<file path="src/hw/ternary_pkg.sv">
package ternary_pkg;

    // Line symbol levels, two bits per ternary symbol
    localparam logic [1:0] SYM_ZERO    = 2'h0;
    localparam logic [1:0] SYM_PLUS    = 2'h1;
    localparam logic [1:0] SYM_BAD     = 2'h2;   // Not a level; always a code violation
    localparam logic [1:0] SYM_MINUS   = 2'h3;

    // Group and codeword shape
    localparam int         BITS_PER_GROUP = 4;
    localparam int         SYMS_PER_CW    = 3;
    localparam int         CW_W           = 2 * SYMS_PER_CW;
    localparam logic [1:0] SYM_IDX_FIRST  = 2'h0;
    localparam logic [1:0] SYM_IDX_LAST   = 2'h2;

    // Symbol timing: 120 kbaud from a 50 MHz clock, period rounded down
    localparam int CLOCK_HZ      = 50_000_000;
    localparam int SYMBOL_BAUD   = 120_000;
    localparam int SYMBOL_CYCLES = CLOCK_HZ / SYMBOL_BAUD;

    // Alphabet state of the encoder
    typedef enum logic [1:0] {
        ALPHA_1 = 2'b00,
        ALPHA_2 = 2'b01,
        ALPHA_3 = 2'b10,
        ALPHA_4 = 2'b11
    } alpha_t;

    localparam alpha_t ALPHA_RESET = ALPHA_1;

    // Build a codeword, first symbol in the top bits
    function automatic logic [CW_W-1:0] cw3(input logic [1:0] s0,
                                            input logic [1:0] s1,
                                            input logic [1:0] s2);
        cw3 = {s0, s1, s2};
    endfunction

endpackage

</file>
<file path="src/hw/code_lookup_if.sv">
`timescale 1ns/1ps
interface code_lookup_if;
    import ternary_pkg::*;

    logic [CW_W-1:0]           rx_cw;
    logic [BITS_PER_GROUP-1:0] dec_group;
    logic                      dec_valid;

    modport table_side (input rx_cw, output dec_group, output dec_valid);
    modport user_side  (output rx_cw, input dec_group, input dec_valid);
endinterface

</file>
<file path="src/hw/ternary_4b3t_line_codec.sv">
`timescale 1ns/1ps
module ternary_4b3t_line_codec #(
    parameter int SYM_CYCLES = ternary_pkg::SYMBOL_CYCLES
) (
    // Clock and reset
    input  wire logic                                  clock,
    input  wire logic                                  nrst,
    // Transmit group source
    input  wire logic [ternary_pkg::BITS_PER_GROUP-1:0] tx_group,
    output logic                                       tx_take_r,
    // Transmit line symbols
    output logic [1:0]                                 tx_sym_r,
    output logic                                       tx_sym_strobe_r,
    // Receive line symbols
    input  wire logic [1:0]                            rx_sym,
    input  wire logic                                  rx_sym_strobe,
    input  wire logic                                  rx_align,
    input  wire logic                                  rx_frame_end,
    // Receive groups and frame status
    output logic [ternary_pkg::BITS_PER_GROUP-1:0]     rx_group_r,
    output logic                                       rx_group_valid_r,
    output logic                                       rx_violation_r,
    output logic                                       rx_frame_done_r,
    output logic                                       rx_frame_errored_r
);
    import ternary_pkg::*;

    localparam int CNT_W = $clog2(SYM_CYCLES);
    localparam logic [CNT_W-1:0] CNT_LAST = CNT_W'(SYM_CYCLES - 1);
    localparam logic [CNT_W-1:0] CNT_PRE  = CNT_W'(SYM_CYCLES - 2);
    localparam logic [CNT_W-1:0] CNT_ZERO = '0;

    localparam logic [1:0] Z = SYM_ZERO;
    localparam logic [1:0] P = SYM_PLUS;
    localparam logic [1:0] M = SYM_MINUS;

    // The take decode must lead the sampling tick by one cycle
    generate
        if (SYM_CYCLES < 4) begin : g_bad_rate
            $error("SYM_CYCLES must be at least 4");
        end
    endgenerate

    // Alphabet stepping helpers
    function automatic alpha_t alpha_up(input alpha_t a);
        case (a)
            ALPHA_1: alpha_up = ALPHA_2;
            ALPHA_2: alpha_up = ALPHA_3;
            default: alpha_up = ALPHA_4;
        endcase
    endfunction

    function automatic alpha_t alpha_down(input alpha_t a);
        case (a)
            ALPHA_4: alpha_down = ALPHA_3;
            ALPHA_3: alpha_down = ALPHA_2;
            default: alpha_down = ALPHA_1;
        endcase
    endfunction

    // ---------------- Transmit side ----------------
    logic [CNT_W-1:0] cnt_r, cnt_nxt;
    logic [1:0]       tx_idx_r, tx_idx_nxt;
    logic [CW_W-1:0]  tx_cw_r, tx_cw_nxt;
    alpha_t           alpha_r, alpha_nxt;
    logic [1:0]       tx_sym_nxt;
    logic             tx_sym_strobe_nxt;
    logic             tx_take_nxt;
    logic [CW_W-1:0]  enc_cw;
    alpha_t           enc_next;
    logic             tick;

    assign tick = (cnt_r == CNT_LAST);

    // Encoding table for the current alphabet
    always_comb begin
        enc_cw   = cw3(Z, Z, Z);
        enc_next = alpha_r;
        case (tx_group)
            // Balanced groups keep the alphabet
            4'h1: enc_cw = cw3(Z, M, P);
            4'h7: enc_cw = cw3(M, Z, P);
            4'h4: enc_cw = cw3(M, P, Z);
            4'h2: enc_cw = cw3(P, M, Z);
            4'hB: enc_cw = cw3(P, Z, M);
            4'hE: enc_cw = cw3(Z, P, M);
            4'h9, 4'h3, 4'hD, 4'h8: begin
                if (alpha_r == ALPHA_4) begin
                    enc_next = (tx_group == 4'h9) ? ALPHA_1 : ALPHA_2;
                    case (tx_group)
                        4'h9:    enc_cw = cw3(M, M, M);
                        4'h3:    enc_cw = cw3(M, M, Z);
                        4'hD:    enc_cw = cw3(M, Z, M);
                        default: enc_cw = cw3(Z, M, M);
                    endcase
                end else begin
                    enc_next = alpha_up(alpha_r);
                    case (tx_group)
                        4'h9:    enc_cw = cw3(P, M, P);
                        4'h3:    enc_cw = cw3(Z, Z, P);
                        4'hD:    enc_cw = cw3(Z, P, Z);
                        default: enc_cw = cw3(P, Z, Z);
                    endcase
                end
            end
            4'h6, 4'hA: begin
                // Next alphabet is 2 from alphabets 1 and 3, else 3
                enc_next = (alpha_r == ALPHA_1 || alpha_r == ALPHA_3) ? ALPHA_2
                                                                      : ALPHA_3;
                if (alpha_r == ALPHA_1 || alpha_r == ALPHA_2) begin
                    enc_cw = (tx_group == 4'h6) ? cw3(M, P, P) : cw3(P, P, M);
                end else begin
                    enc_cw = (tx_group == 4'h6) ? cw3(M, M, P) : cw3(P, M, M);
                end
            end
            4'hF, 4'h0: begin
                if (alpha_r == ALPHA_1) begin
                    enc_next = ALPHA_3;
                    enc_cw   = (tx_group == 4'hF) ? cw3(P, P, Z) : cw3(P, Z, P);
                end else begin
                    enc_next = alpha_down(alpha_r);
                    enc_cw   = (tx_group == 4'hF) ? cw3(Z, Z, M) : cw3(Z, M, Z);
                end
            end
            default: begin
                // Groups 0101 and 1100
                if (alpha_r == ALPHA_1) begin
                    enc_next = (tx_group == 4'h5) ? ALPHA_3 : ALPHA_4;
                    enc_cw   = (tx_group == 4'h5) ? cw3(Z, P, P) : cw3(P, P, P);
                end else begin
                    enc_next = alpha_down(alpha_r);
                    enc_cw   = (tx_group == 4'h5) ? cw3(M, Z, Z) : cw3(M, P, M);
                end
            end
        endcase
    end

    // Baud counter and symbol shifter; a new group is taken every third tick
    always_comb begin
        cnt_nxt           = tick ? CNT_ZERO : cnt_r + 1'b1;
        tx_idx_nxt        = tx_idx_r;
        tx_cw_nxt         = tx_cw_r;
        alpha_nxt         = alpha_r;
        tx_sym_nxt        = tx_sym_r;
        tx_sym_strobe_nxt = tick;
        // Decoded one cycle early so tx_take_r is high in the tick cycle that samples tx_group
        tx_take_nxt       = (cnt_r == CNT_PRE) && (tx_idx_r == SYM_IDX_LAST);
        if (tick) begin
            if (tx_idx_r == SYM_IDX_LAST) begin
                tx_cw_nxt  = enc_cw;
                alpha_nxt  = enc_next;
                tx_sym_nxt = enc_cw[CW_W-1 -: 2];
                tx_idx_nxt = SYM_IDX_FIRST;
            end else begin
                tx_cw_nxt  = {tx_cw_r[CW_W-3:0], Z};
                tx_sym_nxt = tx_cw_r[CW_W-3 -: 2];
                tx_idx_nxt = tx_idx_r + 2'h1;
            end
        end
    end

    // Transmit registers; the first group is taken at the first tick
    always_ff @(posedge clock) begin
        if (!nrst) begin
            cnt_r           <= CNT_ZERO;
            tx_idx_r        <= SYM_IDX_LAST;
            tx_cw_r         <= '0;
            alpha_r         <= ALPHA_RESET;
            tx_sym_r        <= SYM_ZERO;
            tx_sym_strobe_r <= 1'b0;
            tx_take_r       <= 1'b0;
        end else begin
            cnt_r           <= cnt_nxt;
            tx_idx_r        <= tx_idx_nxt;
            tx_cw_r         <= tx_cw_nxt;
            alpha_r         <= alpha_nxt;
            tx_sym_r        <= tx_sym_nxt;
            tx_sym_strobe_r <= tx_sym_strobe_nxt;
            tx_take_r       <= tx_take_nxt;
        end
    end

    // ---------------- Receive side ----------------
    code_lookup_if lk ();

    ternary_decode_table u_decode (
        .lk (lk.table_side)
    );

    logic [1:0]                rx_idx_r, rx_idx_nxt;
    logic [CW_W-3:0]           rx_hold_r, rx_hold_nxt;
    logic                      rx_block_done;
    logic                      frame_err_r, frame_err_nxt;
    logic [BITS_PER_GROUP-1:0] rx_group_nxt;
    logic                      rx_group_valid_nxt;
    logic                      rx_violation_nxt;
    logic                      rx_frame_done_nxt;
    logic                      rx_frame_errored_nxt;
    logic                      viol_now;

    // Align forces the strobed symbol to be the first of a block
    assign rx_block_done = rx_sym_strobe && !rx_align && (rx_idx_r == SYM_IDX_LAST);
    assign lk.rx_cw      = {rx_hold_r, rx_sym};
    assign viol_now      = rx_block_done && !lk.dec_valid;

    // Symbol gathering, decode and frame error accumulation
    always_comb begin
        rx_idx_nxt           = rx_idx_r;
        rx_hold_nxt          = rx_hold_r;
        rx_group_nxt         = rx_group_r;
        rx_group_valid_nxt   = rx_block_done;
        rx_violation_nxt     = viol_now;
        frame_err_nxt        = frame_err_r || viol_now;
        rx_frame_done_nxt    = rx_frame_end;
        rx_frame_errored_nxt = rx_frame_errored_r;
        if (rx_sym_strobe) begin
            if (rx_align || rx_idx_r == SYM_IDX_LAST) begin
                rx_hold_nxt = {rx_hold_r[1:0] & 2'h0, rx_sym};
                rx_idx_nxt  = rx_align ? 2'h1 : SYM_IDX_FIRST;
            end else begin
                rx_hold_nxt = {rx_hold_r[1:0], rx_sym};
                rx_idx_nxt  = rx_idx_r + 2'h1;
            end
        end
        if (rx_block_done) begin
            // Group held as last decoded; zero on a violation
            rx_group_nxt = lk.dec_valid ? lk.dec_group : 4'h0;
        end
        if (rx_frame_end) begin
            // A violation in the closing cycle still counts for this frame
            rx_frame_errored_nxt = frame_err_r || viol_now;
            frame_err_nxt        = 1'b0;
        end
    end

    // Receive registers
    always_ff @(posedge clock) begin
        if (!nrst) begin
            rx_idx_r           <= SYM_IDX_FIRST;
            rx_hold_r          <= '0;
            frame_err_r        <= 1'b0;
            rx_group_r         <= '0;
            rx_group_valid_r   <= 1'b0;
            rx_violation_r     <= 1'b0;
            rx_frame_done_r    <= 1'b0;
            rx_frame_errored_r <= 1'b0;
        end else begin
            rx_idx_r           <= rx_idx_nxt;
            rx_hold_r          <= rx_hold_nxt;
            frame_err_r        <= frame_err_nxt;
            rx_group_r         <= rx_group_nxt;
            rx_group_valid_r   <= rx_group_valid_nxt;
            rx_violation_r     <= rx_violation_nxt;
            rx_frame_done_r    <= rx_frame_done_nxt;
            rx_frame_errored_r <= rx_frame_errored_nxt;
        end
    end

endmodule // ternary_4b3t_line_codec

</file>
<file path="src/hw/ternary_decode_table.sv">
`timescale 1ns/1ps
module ternary_decode_table (
    code_lookup_if.table_side lk
);
    import ternary_pkg::*;

    localparam logic [1:0] Z = SYM_ZERO;
    localparam logic [1:0] P = SYM_PLUS;
    localparam logic [1:0] M = SYM_MINUS;

    // Inverse table; each codeword names one group in any alphabet
    always_comb begin
        lk.dec_valid = 1'b1;
        lk.dec_group = 4'h0;
        case (lk.rx_cw)
            cw3(Z, M, P): lk.dec_group = 4'h1;
            cw3(M, Z, P): lk.dec_group = 4'h7;
            cw3(M, P, Z): lk.dec_group = 4'h4;
            cw3(P, M, Z): lk.dec_group = 4'h2;
            cw3(P, Z, M): lk.dec_group = 4'hB;
            cw3(Z, P, M): lk.dec_group = 4'hE;
            cw3(P, M, P), cw3(M, M, M): lk.dec_group = 4'h9;
            cw3(Z, Z, P), cw3(M, M, Z): lk.dec_group = 4'h3;
            cw3(Z, P, Z), cw3(M, Z, M): lk.dec_group = 4'hD;
            cw3(P, Z, Z), cw3(Z, M, M): lk.dec_group = 4'h8;
            cw3(M, P, P), cw3(M, M, P): lk.dec_group = 4'h6;
            cw3(P, P, M), cw3(P, M, M): lk.dec_group = 4'hA;
            cw3(P, P, Z), cw3(Z, Z, M): lk.dec_group = 4'hF;
            cw3(P, Z, P), cw3(Z, M, Z): lk.dec_group = 4'h0;
            cw3(Z, P, P), cw3(M, Z, Z): lk.dec_group = 4'h5;
            cw3(P, P, P), cw3(M, P, M): lk.dec_group = 4'hC;
            cw3(Z, Z, Z): lk.dec_group = 4'h0;
            // Any block holding a non-level symbol is a violation
            default: lk.dec_valid = 1'b0;
        endcase
    end

endmodule // ternary_decode_table

</file>
<file path="config.mk">
export PLATFORM = sky130hd
export DESIGN_NAME = ternary_4b3t_line_codec
export DESIGN_NICKNAME = d
export VERILOG_FILES = /design/src/hw/ternary_pkg.sv /design/src/hw/code_lookup_if.sv /design/src/hw/ternary_4b3t_line_codec.sv /design/src/hw/ternary_decode_table.sv
export SDC_FILE = /design/constraint.sdc
export NUM_CORES = 1
export LEC_CHECK = 0
export BUFFER_PORTS_ARGS = -buffer_cell sky130_fd_sc_hd__buf_2
export CORE_ASPECT_RATIO = 1.5
export CORE_MARGIN = 4
export CORE_UTILIZATION = 31
export CTS_BUF_LIST = sky130_fd_sc_hd__clkbuf_16
export DETAILED_ROUTE_END_ITERATION = 16
export GPL_ROUTABILITY_DRIVEN = 0
export GPL_TIMING_DRIVEN = 0
export PLACE_DENSITY = 0.47
export SKIP_CTS_REPAIR_TIMING = 1
export SLEW_MARGIN = 40
export SYNTH_ARGS = -nofsm -noshare
export SYNTH_HDL_FRONTEND = slang
export SYNTH_SLANG_ARGS = --single-unit
</file>
<file path="constraint.sdc">
create_clock -name clock -period 2.6 [get_ports clock]
set_input_delay 0.26 -clock clock [delete_from_list [all_inputs] [get_ports clock]]
set_output_delay 0.26 -clock clock [all_outputs]
set_load 0.01 [all_outputs]
</file>
==> metrics.md <==
| Metric | Value |
|---|---|
| Status | complete, no violations |
| Crit path cell chain | inv_1, ha_1, buf_2, inv_1, ha_1, nor3_1, or4_1, o311ai_1, o221ai_1, a21oi_1 |
| Pin count of the biggest net entering global routing | 12 |
| Primary FF master, synth | dfxtp_1 |
| Max Fclk | about 450 MHz |
| Max-slew violations | 0 |
| Synth area leaders | dfxtp_1, ha_1, o21ai_0 |
| Setup Viol. Count Final | 0 |
| Area grow syn2layout | 16.4% |
| Max-cap violations | 0 |
| Post-Syn Instances | approximately 310 |
| Overflow after GRT | 0 |
| Row cnt | 38 |
| Hold Path End | frame_err_r$_SDFF_PP0_ |
| Hold Startpoint | rx_frame_end |
| Core area | about 7400 um2 |
| Worst slack, placed | a little under 0.4 ns |
| RSZ-0062 raised after global routing | no |
| Detail Route Antenna Nets | 0 |
| Ant. Diodes | 0 |
| DR iter-0 viols | 86 |
| Tot GR Track Use | 0.149 |
| Worst r2r dst | tx_cw_r[3]$_SDFFE_PN0P_ |
| Avg WL per Cell | about 15 um |
| First-pass GRT wire length | about 11000 um |
| Ys async rst share | 0 |
| CP max stage cell | or4_1 |
| Dominant cell type by area after synthesis | dfxtp_1 |
| Final Cycle Share | 0.862 |
| P_leak | between 0.001 and 0.0015 uW |
| Pwr/cell area | ~510 nW/um2 |
| Post-route insts no fill | ~430 |
| Avg Cell Area, Syn | between 7 and 8 um2 |
| Post-DP HPWL | 4880 um |
| Setup_tns | 0 ns |
| Post-DP Area | about 2600 um2 |
| Crit path time final | about 2.2 ns |
| Sequential-to-total area share from yosys stat | 0.303 |
| Vias in the first global route | around 2200 |
| Die Y | 115 um |
| Area share of the leading cell type in the synthesized netlist | 0.303 |
| Clk slew on worst S/H paths | approximately 0.05 ns |
| CTS tree | done |
| Initial antenna violation count | 0 |
| Setup ws final | 0.358 ns |
| Peak VDD IR | about 390 uV |
| Post-route DRC | 0 |
| Clock Skew | 0.00597 ns |
| Hold Path Depth | 2 |
| Port bufs | 20 |
| Post-synth cell types | 60 |
| Ratio of cells with drive above 1 in the final layout | 0.138 |
| Reg2Reg Setup Slack | roughly 0.36 ns |
| Fin. Hold Viols | 0 |
| Worst min-delay path class | input pin to flip-flop |
| Mapped Area | 2380 um2 |
| CTS HTree Levels | 2 |
| Critical path class | flip-flop to flip-flop |
| Min Hold Slack | about 0.19 ns |
| Later-pin clock latency in the skew report | between 0.2 and 0.3 ns |
| Worst r2r src | alpha_r[0]$_SDFFE_PN0P_ |
| CTS buffer count | 5 |
| Via count | 2261 |
| Max Root-Sink Buffers | 2 |
| Placed insts | ~430 |
| CP Data Arrival Time | between 2 and 2.5 ns |
| Startpoint types | flip-flop |
| Total Nets Final | 353 |
| Clock Tree Root | clkbuf_16 |
| Number of synthesized register bits | 36 |
| Critical Path Max Stage Delay | between 0.4 and 0.5 ns |
| Measured slew at the worst slew-check pin | between 0.4 and 0.5 ns |
| Vias per cell | 5.22 |
| Clk sink count | 36 |
| Reg2Reg Depth | 10 |
| Synth Net Count | around 330 |
| Drt total wl | approximately 6300 um |
| Design Area, Final | 2770 um2 |
| Worst rel slew slack | 0.675 |
| TritonRoute pass-1 iters | 4 |
| Die area | 9160 um2 |
| CP endpoint kind | flip-flop |
| Syn. warnings | 0 |
| DIE WIDTH | roughly 80 um |
| CP Max Fanout | 10 |
| Req. time, crit path | roughly 2.8 ns |
| Initial core utilization | 0.323 |
| Num ports | 23 |
| EDFF count, synth | 0 |
-- area by class of cell --
type	instances	area (um2)
Inverter	14	52.6
Multi-Input combinational cell	231	1470
Timing Repair Buffer	20	100
Tap cell	100	125
Buffer	24	131
Clock buffer	5	125
Clock inverter	3	38.8
Sequential cell	36	721
Fill cell	803	4600
-- placed cells by master, fill, tap and decap left out, types with 3 or more instances in the layout --
master,n
nand2_1,18
a32oi_1,3
nor3_1,10
buf_6,3
clkbuf_1,12
xor2_1,6
nand2b_1,8
nand3b_1,3
nand4_1,5
xnor2_1,4
buf_2,26
buf_4,3
nor2_1,31
nand3_1,15
ha_1,10
a21oi_1,16
o2111ai_1,4
and2_1,4
a211oi_1,4
a31oi_1,7
mux2i_1,6
inv_1,14
nor2b_1,13
dfxtp_1,36
clkbuf_16,5
o21ai_0,24
-- stage by stage --
step	total power (uW)	util
global placement	761	0.353
detailed placement	760	0.353
floorplan	710	-
finish	1410	0.375
CTS	1440	0.375
global route	1490	0.375
-- cells in the mapped netlist, types with 7 or more instances --
| cell type | count |
|---|---|
| dfxtp_1 | 36 |
| nand3_1 | 15 |
| ha_1 | 10 |
| nor3_1 | 10 |
| inv_1 | 13 |
| a21oi_1 | 16 |
| nand2b_1 | 8 |
| nor2b_1 | 13 |
| clkbuf_1 | 12 |
| o21ai_0 | 24 |
| nand2_1 | 18 |
| nor2_1 | 31 |
| a31oi_1 | 7 |
-- critical path: cells and delay by family (launching register included) --
kind	cells	cell delay, ns
AO/OA/AOI/OAI	3	0.49
buffers and inverters	3	0.40
adder cells (fa/ha/maj)	2	0.44
flip-flops	1	0.38
AND/OR/NAND/NOR	2	0.47
-- report_power, final --
group | switching [uW] | internal, uW | leakage [uW]
sequential | 8.04 | 563 | 0.000292
clock | 215 | 446 | 0.0000850
combinational | 110 | 68.8 | 0.000714
total | 333 | 1080 | 0.00109
-- worst max-delay path by stage --
stage                         endpoint  slack, ns  depth (start not counted)                    start
5_1_grt        tx_cw_r[3]$_SDFFE_PN0P_       0.22                         10  alpha_r[0]$_SDFFE_PN0P_
6_report       tx_cw_r[3]$_SDFFE_PN0P_       0.36                         10  alpha_r[0]$_SDFFE_PN0P_
4_1_cts        tx_cw_r[3]$_SDFFE_PN0P_       0.37                         10  alpha_r[0]$_SDFFE_PN0P_
3_5_place_dp   tx_cw_r[3]$_SDFFE_PN0P_       0.39                         10  alpha_r[0]$_SDFFE_PN0P_
3_3_place_gp   tx_cw_r[3]$_SDFFE_PN0P_       0.39                         10  alpha_r[0]$_SDFFE_PN0P_
2_1_floorplan  tx_cw_r[3]$_SDFFE_PN0P_       0.75                         10  alpha_r[0]$_SDFFE_PN0P_
-- cell families after synthesis --
| logic type | synth area share |
|---|---|
| muxes | 0.0347 |
| DFF | 0.303 |
| xor gates and xnor gates | 0.0368 |
| buffers and inverters | 0.0774 |
| AOI/OAI and AO/OA | 0.235 |
| and+or+nand+nor | 0.261 |
| adders and majority gates | 0.0526 |
-- metal layers --
| layer | track usage | vias up | wire length (um) | share of wire |
|---|---|---|---|---|
| met2 | 0.278 | 47 | 3430 | 0.54 |
| met3 | 0.0188 | 9 | 197 | 0.031 |
| met5 | 0 | - | 0 | 0 |
| met4 | 0.0528 | 0 | 93 | 0.015 |
| met1 | 0.170 | 1060 | 2610 | 0.41 |
| li1 | - | 1145 | - | - |
-- registers in the layout (all words and copies together), names as in the netlist --
signal,count
rx_group_valid_r,1
rx_idx_r,2
rx_group_r,4
rx_frame_done_r,1
tx_take_r,1
tx_sym_r,2
cnt_r,9
rx_violation_r,1
frame_err_r,1
tx_idx_r,2
tx_sym_strobe_r,1
rx_frame_errored_r,1
rx_hold_r,4
alpha_r,2
tx_cw_r,4
No activity file was read; power rests on OpenSTA's default activity.
